**config.mk**
```make
export PLATFORM = sky130hd
export DESIGN_NAME = tzfm_monitor
export DESIGN_NICKNAME = d
export VERILOG_FILES = /design/src/hw/tzfm_pkg.sv /design/src/hw/tzfm_monitor.sv
export SDC_FILE = /design/constraint.sdc
export NUM_CORES = 1
export LEC_CHECK = 0
export ABC_CLOCK_PERIOD_IN_PS = 6150
export BUFFER_PORTS_ARGS = -buffer_cell sky130_fd_sc_hd__buf_2
export CORE_MARGIN = 3
export CORE_UTILIZATION = 25
export CTS_CLUSTER_SIZE = 14
export DETAILED_ROUTE_END_ITERATION = 7
export PLACE_DENSITY = 0.46
export SYNTH_ARGS = -nofsm -noshare
export SYNTH_HDL_FRONTEND = slang
export SYNTH_SLANG_ARGS = --single-unit
```
**constraint.sdc**
```tcl
create_clock -name clk -period 6.15 [get_ports clk]
set_input_delay 0.9225 -clock clk [delete_from_list [all_inputs] [get_ports clk]]
set_output_delay 0.9225 -clock clk [all_outputs]
set_load 0.03 [all_outputs]
```
**src/hw/tzfm_pkg.sv**
```systemverilog
// Constants and types shared by the thermistor zone fault monitor
package tzfm_pkg;
  // ****************************************
  // Clock and timing
  // ****************************************
  localparam int CLK_MHZ      = 200;
  localparam int TICK_CYCLES  = CLK_MHZ;
  localparam int US_PER_MS    = 1000;
  localparam int BURST_MS     = 25;
  localparam int PERIOD_MS    = 225;
  localparam int BURST_US     = BURST_MS * US_PER_MS;
  localparam int PERIOD_US    = PERIOD_MS * US_PER_MS;
  localparam int INT_PULSE_US = 128;
  // ****************************************
  // Thermistor voltage, millivolt codes
  // ****************************************
  localparam int TS_W = 10;
  localparam logic [TS_W-1:0] THR_OPEN_RST = 10'h384;
  localparam logic [TS_W-1:0] THR_COLD_RST = 10'h249;
  localparam logic [TS_W-1:0] THR_COOL_RST = 10'h202;
  localparam logic [TS_W-1:0] THR_WARM_RST = 10'h109;
  localparam logic [TS_W-1:0] THR_HOT_RST  = 10'h0B9;
  localparam logic [2:0] THR_OPEN = 3'h0;
  localparam logic [2:0] THR_COLD = 3'h1;
  localparam logic [2:0] THR_COOL = 3'h2;
  localparam logic [2:0] THR_WARM = 3'h3;
  localparam logic [2:0] THR_HOT  = 3'h4;
  localparam int THR_N = 5;
  // ****************************************
  // Flag positions
  // ****************************************
  localparam int FLG_OPEN   = 0;
  localparam int FLG_COLD   = 1;
  localparam int FLG_COOL   = 2;
  localparam int FLG_WARM   = 3;
  localparam int FLG_HOT    = 4;
  localparam int FLG_WD     = 5;
  localparam int FLG_SAFETY = 6;
  localparam int FLG_WAKE1  = 7;
  localparam int FLG_WAKE2  = 8;
  localparam int FLG_RWARN  = 9;
  localparam int FLAG_N     = 10;
  // ****************************************
  // Cool-zone current fraction in eighths
  // ****************************************
  localparam logic [3:0] FRAC_ONE   = 4'h8;
  localparam int         FRAC_SHIFT = 3;
  // ****************************************
  // Modes and zones
  // ****************************************
  typedef enum logic [1:0] {TS_FOUR_ZONE, TS_HOT_COLD, TS_OFF} tzfm_ts_mode_t;
  typedef enum logic [1:0] {PG_SUPPLY, PG_GPO, PG_BUTTON} tzfm_pg_mode_t;
  typedef enum logic [2:0] {
    ZONE_NORMAL, ZONE_OPEN, ZONE_COLD, ZONE_COOL, ZONE_WARM, ZONE_HOT
  } tzfm_zone_t;
endpackage : tzfm_pkg

```
**src/hw/tzfm_monitor.sv**
```systemverilog
// Thermistor zone classification, charge control and fault flags
`timescale 1ns/10ps
// What this block does
// - Thermistor above open threshold stops charging and sets the open flag.
// - Watchdog expiry rising edge sets watchdog flag; charging stays enabled.
// - Safety expiry sets flag, locks charging until supply/enable toggles; rerun after clear.
// - Button held low for wake one, wake two, reset warning sets three flags.
// - Power-good pin shows supply valid, or host output, or button copy.
// - Thermistor biased and sampled in 25 ms bursts every 225 ms.
// - Bias disable request ignored while the input supply is present.
// - Thermistor control selectable: four-zone, hot/cold only, or off.
// - Charging and safety timer suspended in hot or cold zone.
// - Cool zone cuts current by programmed fraction, rounded down to whole steps.
// - Warm zone lowers regulation voltage to the thermal charge setting.
// - Any thermistor fault, in every mode, gives one 128 us interrupt pulse.
// - Fault bits stay set until the host reads them; the safety flag also clears on a supply/enable toggle.
// - Interrupt on every threshold crossing; thresholds reprogrammable by host.
// - Measured thermistor voltage readable while supply or battery present.
// - Default thresholds: open 0.9, cold 0.585, cool 0.514, warm 0.265, hot 0.185 V.
module tzfm_monitor #(
  parameter int BURST_US  = tzfm_pkg::BURST_US,
  parameter int PERIOD_US = tzfm_pkg::PERIOD_US,
  parameter int WAKE1_MS  = 100,
  parameter int WAKE2_MS  = 500,
  parameter int RWARN_MS  = 2000
) (
  input  wire logic                      clk,
  input  wire logic                      sys_rst,
  input  wire logic                      supply_present,
  input  wire logic                      battery_present,
  input  wire logic [tzfm_pkg::TS_W-1:0] thermistor_sense_input,
  input  wire logic                      bias_disable_request,
  input  tzfm_pkg::tzfm_ts_mode_t        ts_mode,
  input  wire logic                      thr_write,
  input  wire logic [2:0]                thr_select,
  input  wire logic [tzfm_pkg::TS_W-1:0] thr_value,
  input  wire logic                      watchdog_expire,
  input  wire logic                      safety_timer_expire,
  input  wire logic                      charge_enable,
  input  wire logic                      push_button_input_n,
  input  wire logic                      fault_read,
  input  tzfm_pkg::tzfm_pg_mode_t        pg_mode,
  input  wire logic                      general_output_function,
  input  wire logic [7:0]                fast_charge_current_setting,
  input  wire logic [2:0]                cool_zone_current_fraction,
  input  wire logic [7:0]                battery_reg_setting,
  input  wire logic [7:0]                thermal_charge_setting,
  output logic                           ts_bias_enable,
  output logic                           charge_allow,
  output logic                           safety_timer_run,
  output logic [7:0]                     charge_current_out,
  output logic [7:0]                     reg_voltage_out,
  output logic                           interrupt_pulse,
  output logic [tzfm_pkg::TS_W-1:0]      ts_voltage_out,
  output logic                           ts_voltage_valid,
  output tzfm_pkg::tzfm_zone_t           ts_zone_out,
  output logic                           thermistor_open_flag,
  output logic                           thermistor_cold_flag,
  output logic                           thermistor_cool_flag,
  output logic                           thermistor_warm_flag,
  output logic                           thermistor_hot_flag,
  output logic                           watchdog_expired_flag,
  output logic                           safety_timer_expired_flag,
  output logic                           button_wake_one_flag,
  output logic                           button_wake_two_flag,
  output logic                           button_reset_warning_flag,
  output logic                           supply_valid_out,
  output logic                           supply_valid_out_oe
);
  localparam int PW = $clog2(PERIOD_US + 1);
  localparam int BW = 16;
  localparam int TW = tzfm_pkg::TS_W;

  typedef struct packed {
    logic [7:0]                          us_div;
    logic [9:0]                          ms_div;
    logic [PW-1:0]                       per_cnt;
    tzfm_pkg::tzfm_zone_t                zone;
    logic [TW-1:0]                       ts_volt;
    logic [tzfm_pkg::THR_N-1:0][TW-1:0]  thr;
    logic [tzfm_pkg::FLAG_N-1:0]         flags;
    logic [7:0]                          int_cnt;
    logic                                int_q;
    logic                                lock;
    logic                                vin_prev;
    logic                                ce_prev;
    logic                                wd_prev;
    logic                                exp_prev;
    logic [BW-1:0]                       btn_cnt;
    logic                                pg_oe;
    logic                                chg;
    logic                                run;
    logic [7:0]                          cur;
    logic [7:0]                          vreg;
  } tzfm_state_t;

  localparam tzfm_state_t ST_RST = '{
    zone:    tzfm_pkg::ZONE_NORMAL,
    thr:     {tzfm_pkg::THR_HOT_RST, tzfm_pkg::THR_WARM_RST, tzfm_pkg::THR_COOL_RST,
              tzfm_pkg::THR_COLD_RST, tzfm_pkg::THR_OPEN_RST},
    default: '0
  };

  tzfm_state_t s_q;
  tzfm_state_t s_d;

  // ****************************************
  // Zone classification
  // ****************************************
  function automatic tzfm_pkg::tzfm_zone_t classify(
    input logic [TW-1:0]                      v,
    input logic [tzfm_pkg::THR_N-1:0][TW-1:0] t
  );
    if (v > t[tzfm_pkg::THR_OPEN]) begin
      return tzfm_pkg::ZONE_OPEN;
    end else if (v > t[tzfm_pkg::THR_COLD]) begin
      return tzfm_pkg::ZONE_COLD;
    end else if (v > t[tzfm_pkg::THR_COOL]) begin
      return tzfm_pkg::ZONE_COOL;
    end else if (v < t[tzfm_pkg::THR_HOT]) begin
      return tzfm_pkg::ZONE_HOT;
    end else if (v < t[tzfm_pkg::THR_WARM]) begin
      return tzfm_pkg::ZONE_WARM;
    end
    return tzfm_pkg::ZONE_NORMAL;
  endfunction : classify

  logic                        us_tick;
  logic                        ms_tick;
  logic                        sampling_on;
  logic                        in_burst;
  logic                        burst_end;
  logic                        zone_event;
  logic                        pressed;
  logic                        wake1_hit;
  logic                        wake2_hit;
  logic                        rwarn_hit;
  logic                        toggle;
  logic                        exp_rise;
  logic [tzfm_pkg::FLAG_N-1:0] set_v;
  logic [tzfm_pkg::FLAG_N-1:0] clr_v;
  logic [11:0]                 cool_prod;
  tzfm_pkg::tzfm_zone_t        zone_new;
  tzfm_pkg::tzfm_zone_t        zone_eff;

  // ****************************************
  // Next state
  // ****************************************
  always_comb begin
    s_d         = s_q;
    us_tick     = (s_q.us_div == 8'(tzfm_pkg::TICK_CYCLES - 1));
    ms_tick     = us_tick && (s_q.ms_div == 10'(tzfm_pkg::US_PER_MS - 1));
    sampling_on = supply_present || battery_present;
    in_burst    = sampling_on && (s_q.per_cnt < PW'(BURST_US));
    burst_end   = sampling_on && us_tick && (s_q.per_cnt == PW'(BURST_US - 1));
    s_d.us_div  = us_tick ? 8'h00 : s_q.us_div + 8'h01;
    if (us_tick) begin
      s_d.ms_div = ms_tick ? 10'h000 : s_q.ms_div + 10'h001;
    end
    if (!sampling_on) begin
      s_d.per_cnt = '0;
    end else if (us_tick) begin
      s_d.per_cnt = (s_q.per_cnt == PW'(PERIOD_US - 1)) ? '0 : s_q.per_cnt + 1'b1;
    end
    if (thr_write && (thr_select < 3'(tzfm_pkg::THR_N))) begin
      s_d.thr[thr_select] = thr_value;
    end
    zone_new   = classify(thermistor_sense_input, s_q.thr);
    zone_event = burst_end && (zone_new != s_q.zone);
    if (burst_end) begin
      s_d.zone    = zone_new;
      s_d.ts_volt = thermistor_sense_input;
    end
    // Flag events
    set_v                       = '0;
    set_v[tzfm_pkg::FLG_OPEN]   = zone_event && (zone_new == tzfm_pkg::ZONE_OPEN);
    set_v[tzfm_pkg::FLG_COLD]   = zone_event && (zone_new == tzfm_pkg::ZONE_COLD);
    set_v[tzfm_pkg::FLG_COOL]   = zone_event && (zone_new == tzfm_pkg::ZONE_COOL);
    set_v[tzfm_pkg::FLG_WARM]   = zone_event && (zone_new == tzfm_pkg::ZONE_WARM);
    set_v[tzfm_pkg::FLG_HOT]    = zone_event && (zone_new == tzfm_pkg::ZONE_HOT);
    set_v[tzfm_pkg::FLG_WD]     = watchdog_expire && !s_q.wd_prev;
    exp_rise                    = safety_timer_expire && !s_q.exp_prev;
    set_v[tzfm_pkg::FLG_SAFETY] = exp_rise;
    pressed   = !push_button_input_n;
    wake1_hit = pressed && ms_tick && (s_q.btn_cnt == BW'(WAKE1_MS - 1));
    wake2_hit = pressed && ms_tick && (s_q.btn_cnt == BW'(WAKE2_MS - 1));
    rwarn_hit = pressed && ms_tick && (s_q.btn_cnt == BW'(RWARN_MS - 1));
    set_v[tzfm_pkg::FLG_WAKE1] = wake1_hit;
    set_v[tzfm_pkg::FLG_WAKE2] = wake2_hit;
    set_v[tzfm_pkg::FLG_RWARN] = rwarn_hit;
    if (!pressed) begin
      s_d.btn_cnt = '0;
    end else if (ms_tick && (s_q.btn_cnt != '1)) begin
      s_d.btn_cnt = s_q.btn_cnt + 1'b1;
    end
    toggle = (supply_present != s_q.vin_prev) || (charge_enable != s_q.ce_prev);
    clr_v  = fault_read ? '1 : '0;
    clr_v[tzfm_pkg::FLG_SAFETY] = fault_read || toggle;
    s_d.flags = set_v | (s_q.flags & ~clr_v);
    s_d.vin_prev = supply_present;
    s_d.ce_prev  = charge_enable;
    s_d.wd_prev  = watchdog_expire;
    s_d.exp_prev = safety_timer_expire;
    if (exp_rise) begin
      s_d.lock = 1'b1;
    end else if (toggle) begin
      s_d.lock = 1'b0;
    end
    // Interrupt pulse, restarted by every event
    // One extra count covers the part-used first microsecond
    if (zone_event || (|set_v)) begin
      s_d.int_cnt = 8'(tzfm_pkg::INT_PULSE_US + 1);
    end else if (us_tick && (s_q.int_cnt != 8'h00)) begin
      s_d.int_cnt = s_q.int_cnt - 8'h01;
    end
    s_d.int_q = (s_d.int_cnt != 8'h00);
    // Effective zone for charge control
    case (ts_mode)
      tzfm_pkg::TS_FOUR_ZONE: zone_eff = s_d.zone;
      tzfm_pkg::TS_HOT_COLD: begin
        if ((s_d.zone == tzfm_pkg::ZONE_COOL) || (s_d.zone == tzfm_pkg::ZONE_WARM)) begin
          zone_eff = tzfm_pkg::ZONE_NORMAL;
        end else begin
          zone_eff = s_d.zone;
        end
      end
      default: begin
        if (s_d.zone == tzfm_pkg::ZONE_OPEN) begin
          zone_eff = tzfm_pkg::ZONE_OPEN;
        end else begin
          zone_eff = tzfm_pkg::ZONE_NORMAL;
        end
      end
    endcase
    s_d.chg = charge_enable && supply_present && !s_d.lock &&
              (zone_eff != tzfm_pkg::ZONE_OPEN) && (zone_eff != tzfm_pkg::ZONE_COLD) &&
              (zone_eff != tzfm_pkg::ZONE_HOT);
    s_d.run = s_d.chg && !s_d.flags[tzfm_pkg::FLG_SAFETY];
    cool_prod = 12'(fast_charge_current_setting * (tzfm_pkg::FRAC_ONE -
                {1'b0, cool_zone_current_fraction}));
    s_d.cur = (zone_eff == tzfm_pkg::ZONE_COOL) ? cool_prod[tzfm_pkg::FRAC_SHIFT +: 8] :
              fast_charge_current_setting;
    s_d.vreg = (zone_eff == tzfm_pkg::ZONE_WARM) ? thermal_charge_setting :
               battery_reg_setting;
    // Open-drain pin, enable pulls low
    case (pg_mode)
      tzfm_pkg::PG_SUPPLY: s_d.pg_oe = supply_present;
      tzfm_pkg::PG_GPO:    s_d.pg_oe = !general_output_function;
      tzfm_pkg::PG_BUTTON: s_d.pg_oe = pressed;
      default:             s_d.pg_oe = supply_present;
    endcase
  end

  always_ff @(posedge clk or posedge sys_rst) begin
    if (sys_rst) begin
      s_q <= ST_RST;
    end else begin
      s_q <= s_d;
    end
  end

  // ****************************************
  // Outputs
  // ****************************************
  assign ts_bias_enable = in_burst && (supply_present || !bias_disable_request);
  assign charge_allow              = s_q.chg;
  assign safety_timer_run          = s_q.run;
  assign charge_current_out        = s_q.cur;
  assign reg_voltage_out           = s_q.vreg;
  assign interrupt_pulse           = s_q.int_q;
  assign ts_voltage_out            = s_q.ts_volt;
  assign ts_voltage_valid          = sampling_on;
  assign ts_zone_out               = s_q.zone;
  assign thermistor_open_flag      = s_q.flags[tzfm_pkg::FLG_OPEN];
  assign thermistor_cold_flag      = s_q.flags[tzfm_pkg::FLG_COLD];
  assign thermistor_cool_flag      = s_q.flags[tzfm_pkg::FLG_COOL];
  assign thermistor_warm_flag      = s_q.flags[tzfm_pkg::FLG_WARM];
  assign thermistor_hot_flag       = s_q.flags[tzfm_pkg::FLG_HOT];
  assign watchdog_expired_flag     = s_q.flags[tzfm_pkg::FLG_WD];
  assign safety_timer_expired_flag = s_q.flags[tzfm_pkg::FLG_SAFETY];
  assign button_wake_one_flag      = s_q.flags[tzfm_pkg::FLG_WAKE1];
  assign button_wake_two_flag      = s_q.flags[tzfm_pkg::FLG_WAKE2];
  assign button_reset_warning_flag = s_q.flags[tzfm_pkg::FLG_RWARN];
  assign supply_valid_out          = 1'b0;
  assign supply_valid_out_oe       = s_q.pg_oe;
endmodule : tzfm_monitor

```
==> impl_metrics.toml <==
[yosys]
syn-cell-area_mm2 = 0.00953
synth_nets = 1165
synth_xor_area_share_pct = 4.13
yosys.area.top_type_share_pct = 36.8
synth_ff_type = "dfrtp_1"
synth_cell_types = 64
synth_mux_area_share_pct = 4.24
synth_top_family_by_area = "simple AND/OR/NAND/NOR gates"
ys_warn_count = 0
synth_edf_count = 0
ys_ff_latch = 158
seq_area_frac_synth_pct = 41.7
yosys.area.top_type = "dfrtp_1"
postSynthCellCount = 1011
synthArstFlopShare_pct = 100
synth_simple_gate_area_share_pct = 17.8
synth_area_leaders = "dfrtp_1, ha_1, dfstp_2"
synth_fa_ha_area_share_pct = 12.4
syn_avg_cell_area_um2 = 9.43
synth-compound-area-share_pct = 12.3

[critical_path]
end_kind = "flip-flop"
r2r_start = "s_q[72]$_DFFE_PP1P_"
cp_max_fo = 9
crit_required_ns = 6.47
setup.worst_path.start = "cool_zone_current_fraction[0]"
critPathKind = "in -> reg"
startpoint_type = "input port"
crit_arrival_ns = 5.32

[sta]
period_share_pct = 81.3
slew_violations = 0
final-hold-violation-count = 0
rsz0062_at_grt = "false"
tns_ns = 0
setup_viol = 0
maxSlewHeadroom_pct = 23.6
skew_ns = 0.0104
period_minus_slack_ns = 5.00
worst_pin_slew_ns = 1.14
fmax_ghz = 0.200

[clocking]
cts_root_buffer = "clkbuf_16"
h-tree-depth = 4
postCtsSetupRepairBufs = 0
clock_path_buffers = 2
cts_num_sinks = 158
post_cts_resized = 0
cts.reportedPaths.clkPinSlew_ns = 0.07
clkLatencyLatePin_ns = 0.43
tritoncts = "built"
numCtsBuffers = 17
hold_buffers = 0

[power_and_ir_drop]
intPower_mw = 2.03
cellLeakagePower_nw = 5.26
clock_power_share_pct = 39.8
irDropWorstVdd_mv = 0.163
switching_power_uw = 841
p_seq_share_pct = 40.6
p_sw_share_pct = 29.3
powerDensity_mw_per_mm2 = 259
pwr-share-comb_pct = 19.6

[global_routing]
grtUsageTotal_pct = 12.0
grt_max_degree = 69
grt_pass1_vias = 7149
grt_pass1_wl_um = 39000
overflow = 0
antenna_found_initial = 2

[place]
dp_hpwl_um = 18000
place_congestion = 0.801
dpl.cell_count = 1578
numPortBuffers = 110

[finish]
areaGrowthSynthToFinish_pct = 16.4
final_cells = 1610
drive_above_1_share_pct = 19.5
fill_cells = 3981
nets = 1247
finish.utilization_pct = 29.9
antennaDiodeCount = 0

[outcome]
status = "complete, no violations"

[floorplanning]
io_pins = 112
placeableCoreArea_mm2 = 0.0371
start_util_pct = 25.7
fp.dieH_um = 201
die_area_mm2 = 0.0405
row_count = 70
chipWidth_um = 201

[worst_hold_path]
hold_path_class = "reg -> reg"
hold_path_startpoint = "s_q[150]$_DFF_PP0_"

[routing]
firstDrtPassIters = 4
dr.first_iter.drc_count = 301
drt-total-wl_um = 24000
route.vias.total = 7263
viasPerCell = 4.51
wl_per_cell_um = 14.9
ant_nets = 0
drc = 0

[job]
cap_violations = 0
## power by group through the flow
stage / sequential, mW / combinational, mW / clock, mW
6_report: 1.17 / 0.563 / 1.14
5_1_grt: 1.18 / 0.652 / 1.22
3_5_place_dp: 1.19 / 0.567 / 0
3_3_place_gp: 1.18 / 0.561 / 0
4_1_cts: 1.17 / 0.572 / 1.18
2_1_floorplan: 1.18 / 0.413 / 0
## Yosys cell counts, drive strengths merged, types with 8 or more instances
| library cell | instances |
|---|---|
| nand4 | 19 |
| nand2b | 11 |
| and2 | 28 |
| mux2 | 35 |
| and3 | 23 |
| nor2 | 61 |
| o21ai | 85 |
| dfstp | 18 |
| ha | 77 |
| or3 | 11 |
| a31oi | 8 |
| a211oi | 9 |
| nor4 | 8 |
| xnor2 | 18 |
| fa | 11 |
| a21oi | 32 |
| xor2 | 27 |
| nand2 | 104 |
| nand3 | 33 |
| buf | 31 |
| clkbuf | 21 |
| nor3 | 18 |
| inv | 103 |
| dfrtp | 140 |
| a21o | 9 |
## per-stage QoR
stage / total power, mW / hold slack, ns / worst slack, ns / area, um^2
detailed placement: 1.75 / 0.459 / 0.622 / 10500
finish: 2.87 / 0.463 / 1.15 / 11100
CTS: 2.92 / 0.468 / 1.09 / 11100
global route: 3.04 / 0.495 / 0.846 / 11100
global placement: 1.75 / 0.450 / 0.759 / 10500
floorplan: 1.60 / 0.433 / 0.994 / 9530
## routing by layer
| metal | vias to the layer above | share of wire (%) | global-route usage (%) |
|---|---|---|---|
| met3 | 21 | 3.3 | 2.59 |
| met1 | 3510 | 47 | 15.9 |
| met2 | 108 | 48 | 19.9 |
| met5 | - | 0.11 | 0 |
| li1 | 3620 | - | - |
| met4 | 4 | 1.6 | 3.29 |
## worst paths after layout
| check | to | slack, ns | cells after the start |
|---|---|---|---|
| max | charge_current_out[7]$_DFF_PP0_ | 1.15 | 19 |
| min | s_q[150]$_DFF_PP0_ | 0.46 | 1 |
| max reg2reg | reg_voltage_out[7]$_DFF_PP0_ | 2.38 | 10 |
| min reg2reg | s_q[150]$_DFF_PP0_ | 0.46 | 1 |
| max in group asynchronous | s_q[139]$_DFFE_PP0P_ | 4.42 | 3 |
| min in group asynchronous | ts_voltage_out[7]$_DFFE_PP0P_ | 0.58 | 2 |
## critical path, stage by stage
cell,delay [ns]
buf_2,0.15
inv_1,0.06
ha_1,0.20
xnor2_1,0.42
and2_1,0.20
ha_1,0.22
inv_1,0.08
fa_1,0.41
fa_1,0.54
inv_1,0.04
ha_1,0.33
a21o_1,0.20
a21oi_1,0.21
nor2b_1,0.08
o21a_1,0.18
o41ai_1,0.33
xnor2_1,0.19
mux2_2,0.35
o22a_1,0.19
## cells by family (layout without fill, tap and decap cells)
| family | after synthesis | in the layout |
|---|---|---|
| compound gates | 190 | 190 |
| xor+xnor | 45 | 45 |
| fa+ha+maj | 88 | 88 |
| buf+inv | 156 | 251 |
| flops | 158 | 158 |
| mux | 36 | 36 |
| other cells | 1 | 1 |
| simple gates | 337 | 337 |
## placed cells by master (no fill, tap or decap), types with 8 or more instances in the layout
cell type / netlist / routed
a21oi_1: 31 / 31
nor4_1: 8 / 8
nand4_1: 19 / 19
buf_2: 1 / 110
fa_1: 11 / 11
nor3_1: 16 / 14
xnor2_1: 18 / 18
dfrtp_1: 140 / 140
nor2_1: 60 / 60
nand3_1: 33 / 33
a31oi_1: 8 / 8
o21ai_0: 85 / 85
nand2_1: 104 / 104
and2_1: 28 / 28
nand2b_1: 11 / 11
or3_1: 10 / 10
and3_1: 23 / 23
inv_1: 102 / 101
xor2_1: 27 / 27
dfstp_2: 18 / 18
ha_1: 77 / 77
a21o_1: 9 / 9
clkbuf_16: 0 / 17
mux2_2: 34 / 34
a211oi_1: 9 / 9
## cell type report
type,instances,area [um^2],share of cell area (%)
multi-input cells,697,4880,44.0
clock buffers,19,453,4.08
flip-flops and latches,158,3980,35.8
inverters,104,395,3.56
clock inverters,13,176,1.59
repair buffers,115,588,5.30
well taps,504,631,5.68
## sequential cells by signal (all words and copies together) (netlist names), 3 cells and up
name	count
s_q	115
ts_zone_out	3
ts_voltage_out	10
charge_current_out	8
reg_voltage_out	8
Note: power is estimated with default switching activity, not from simulation.
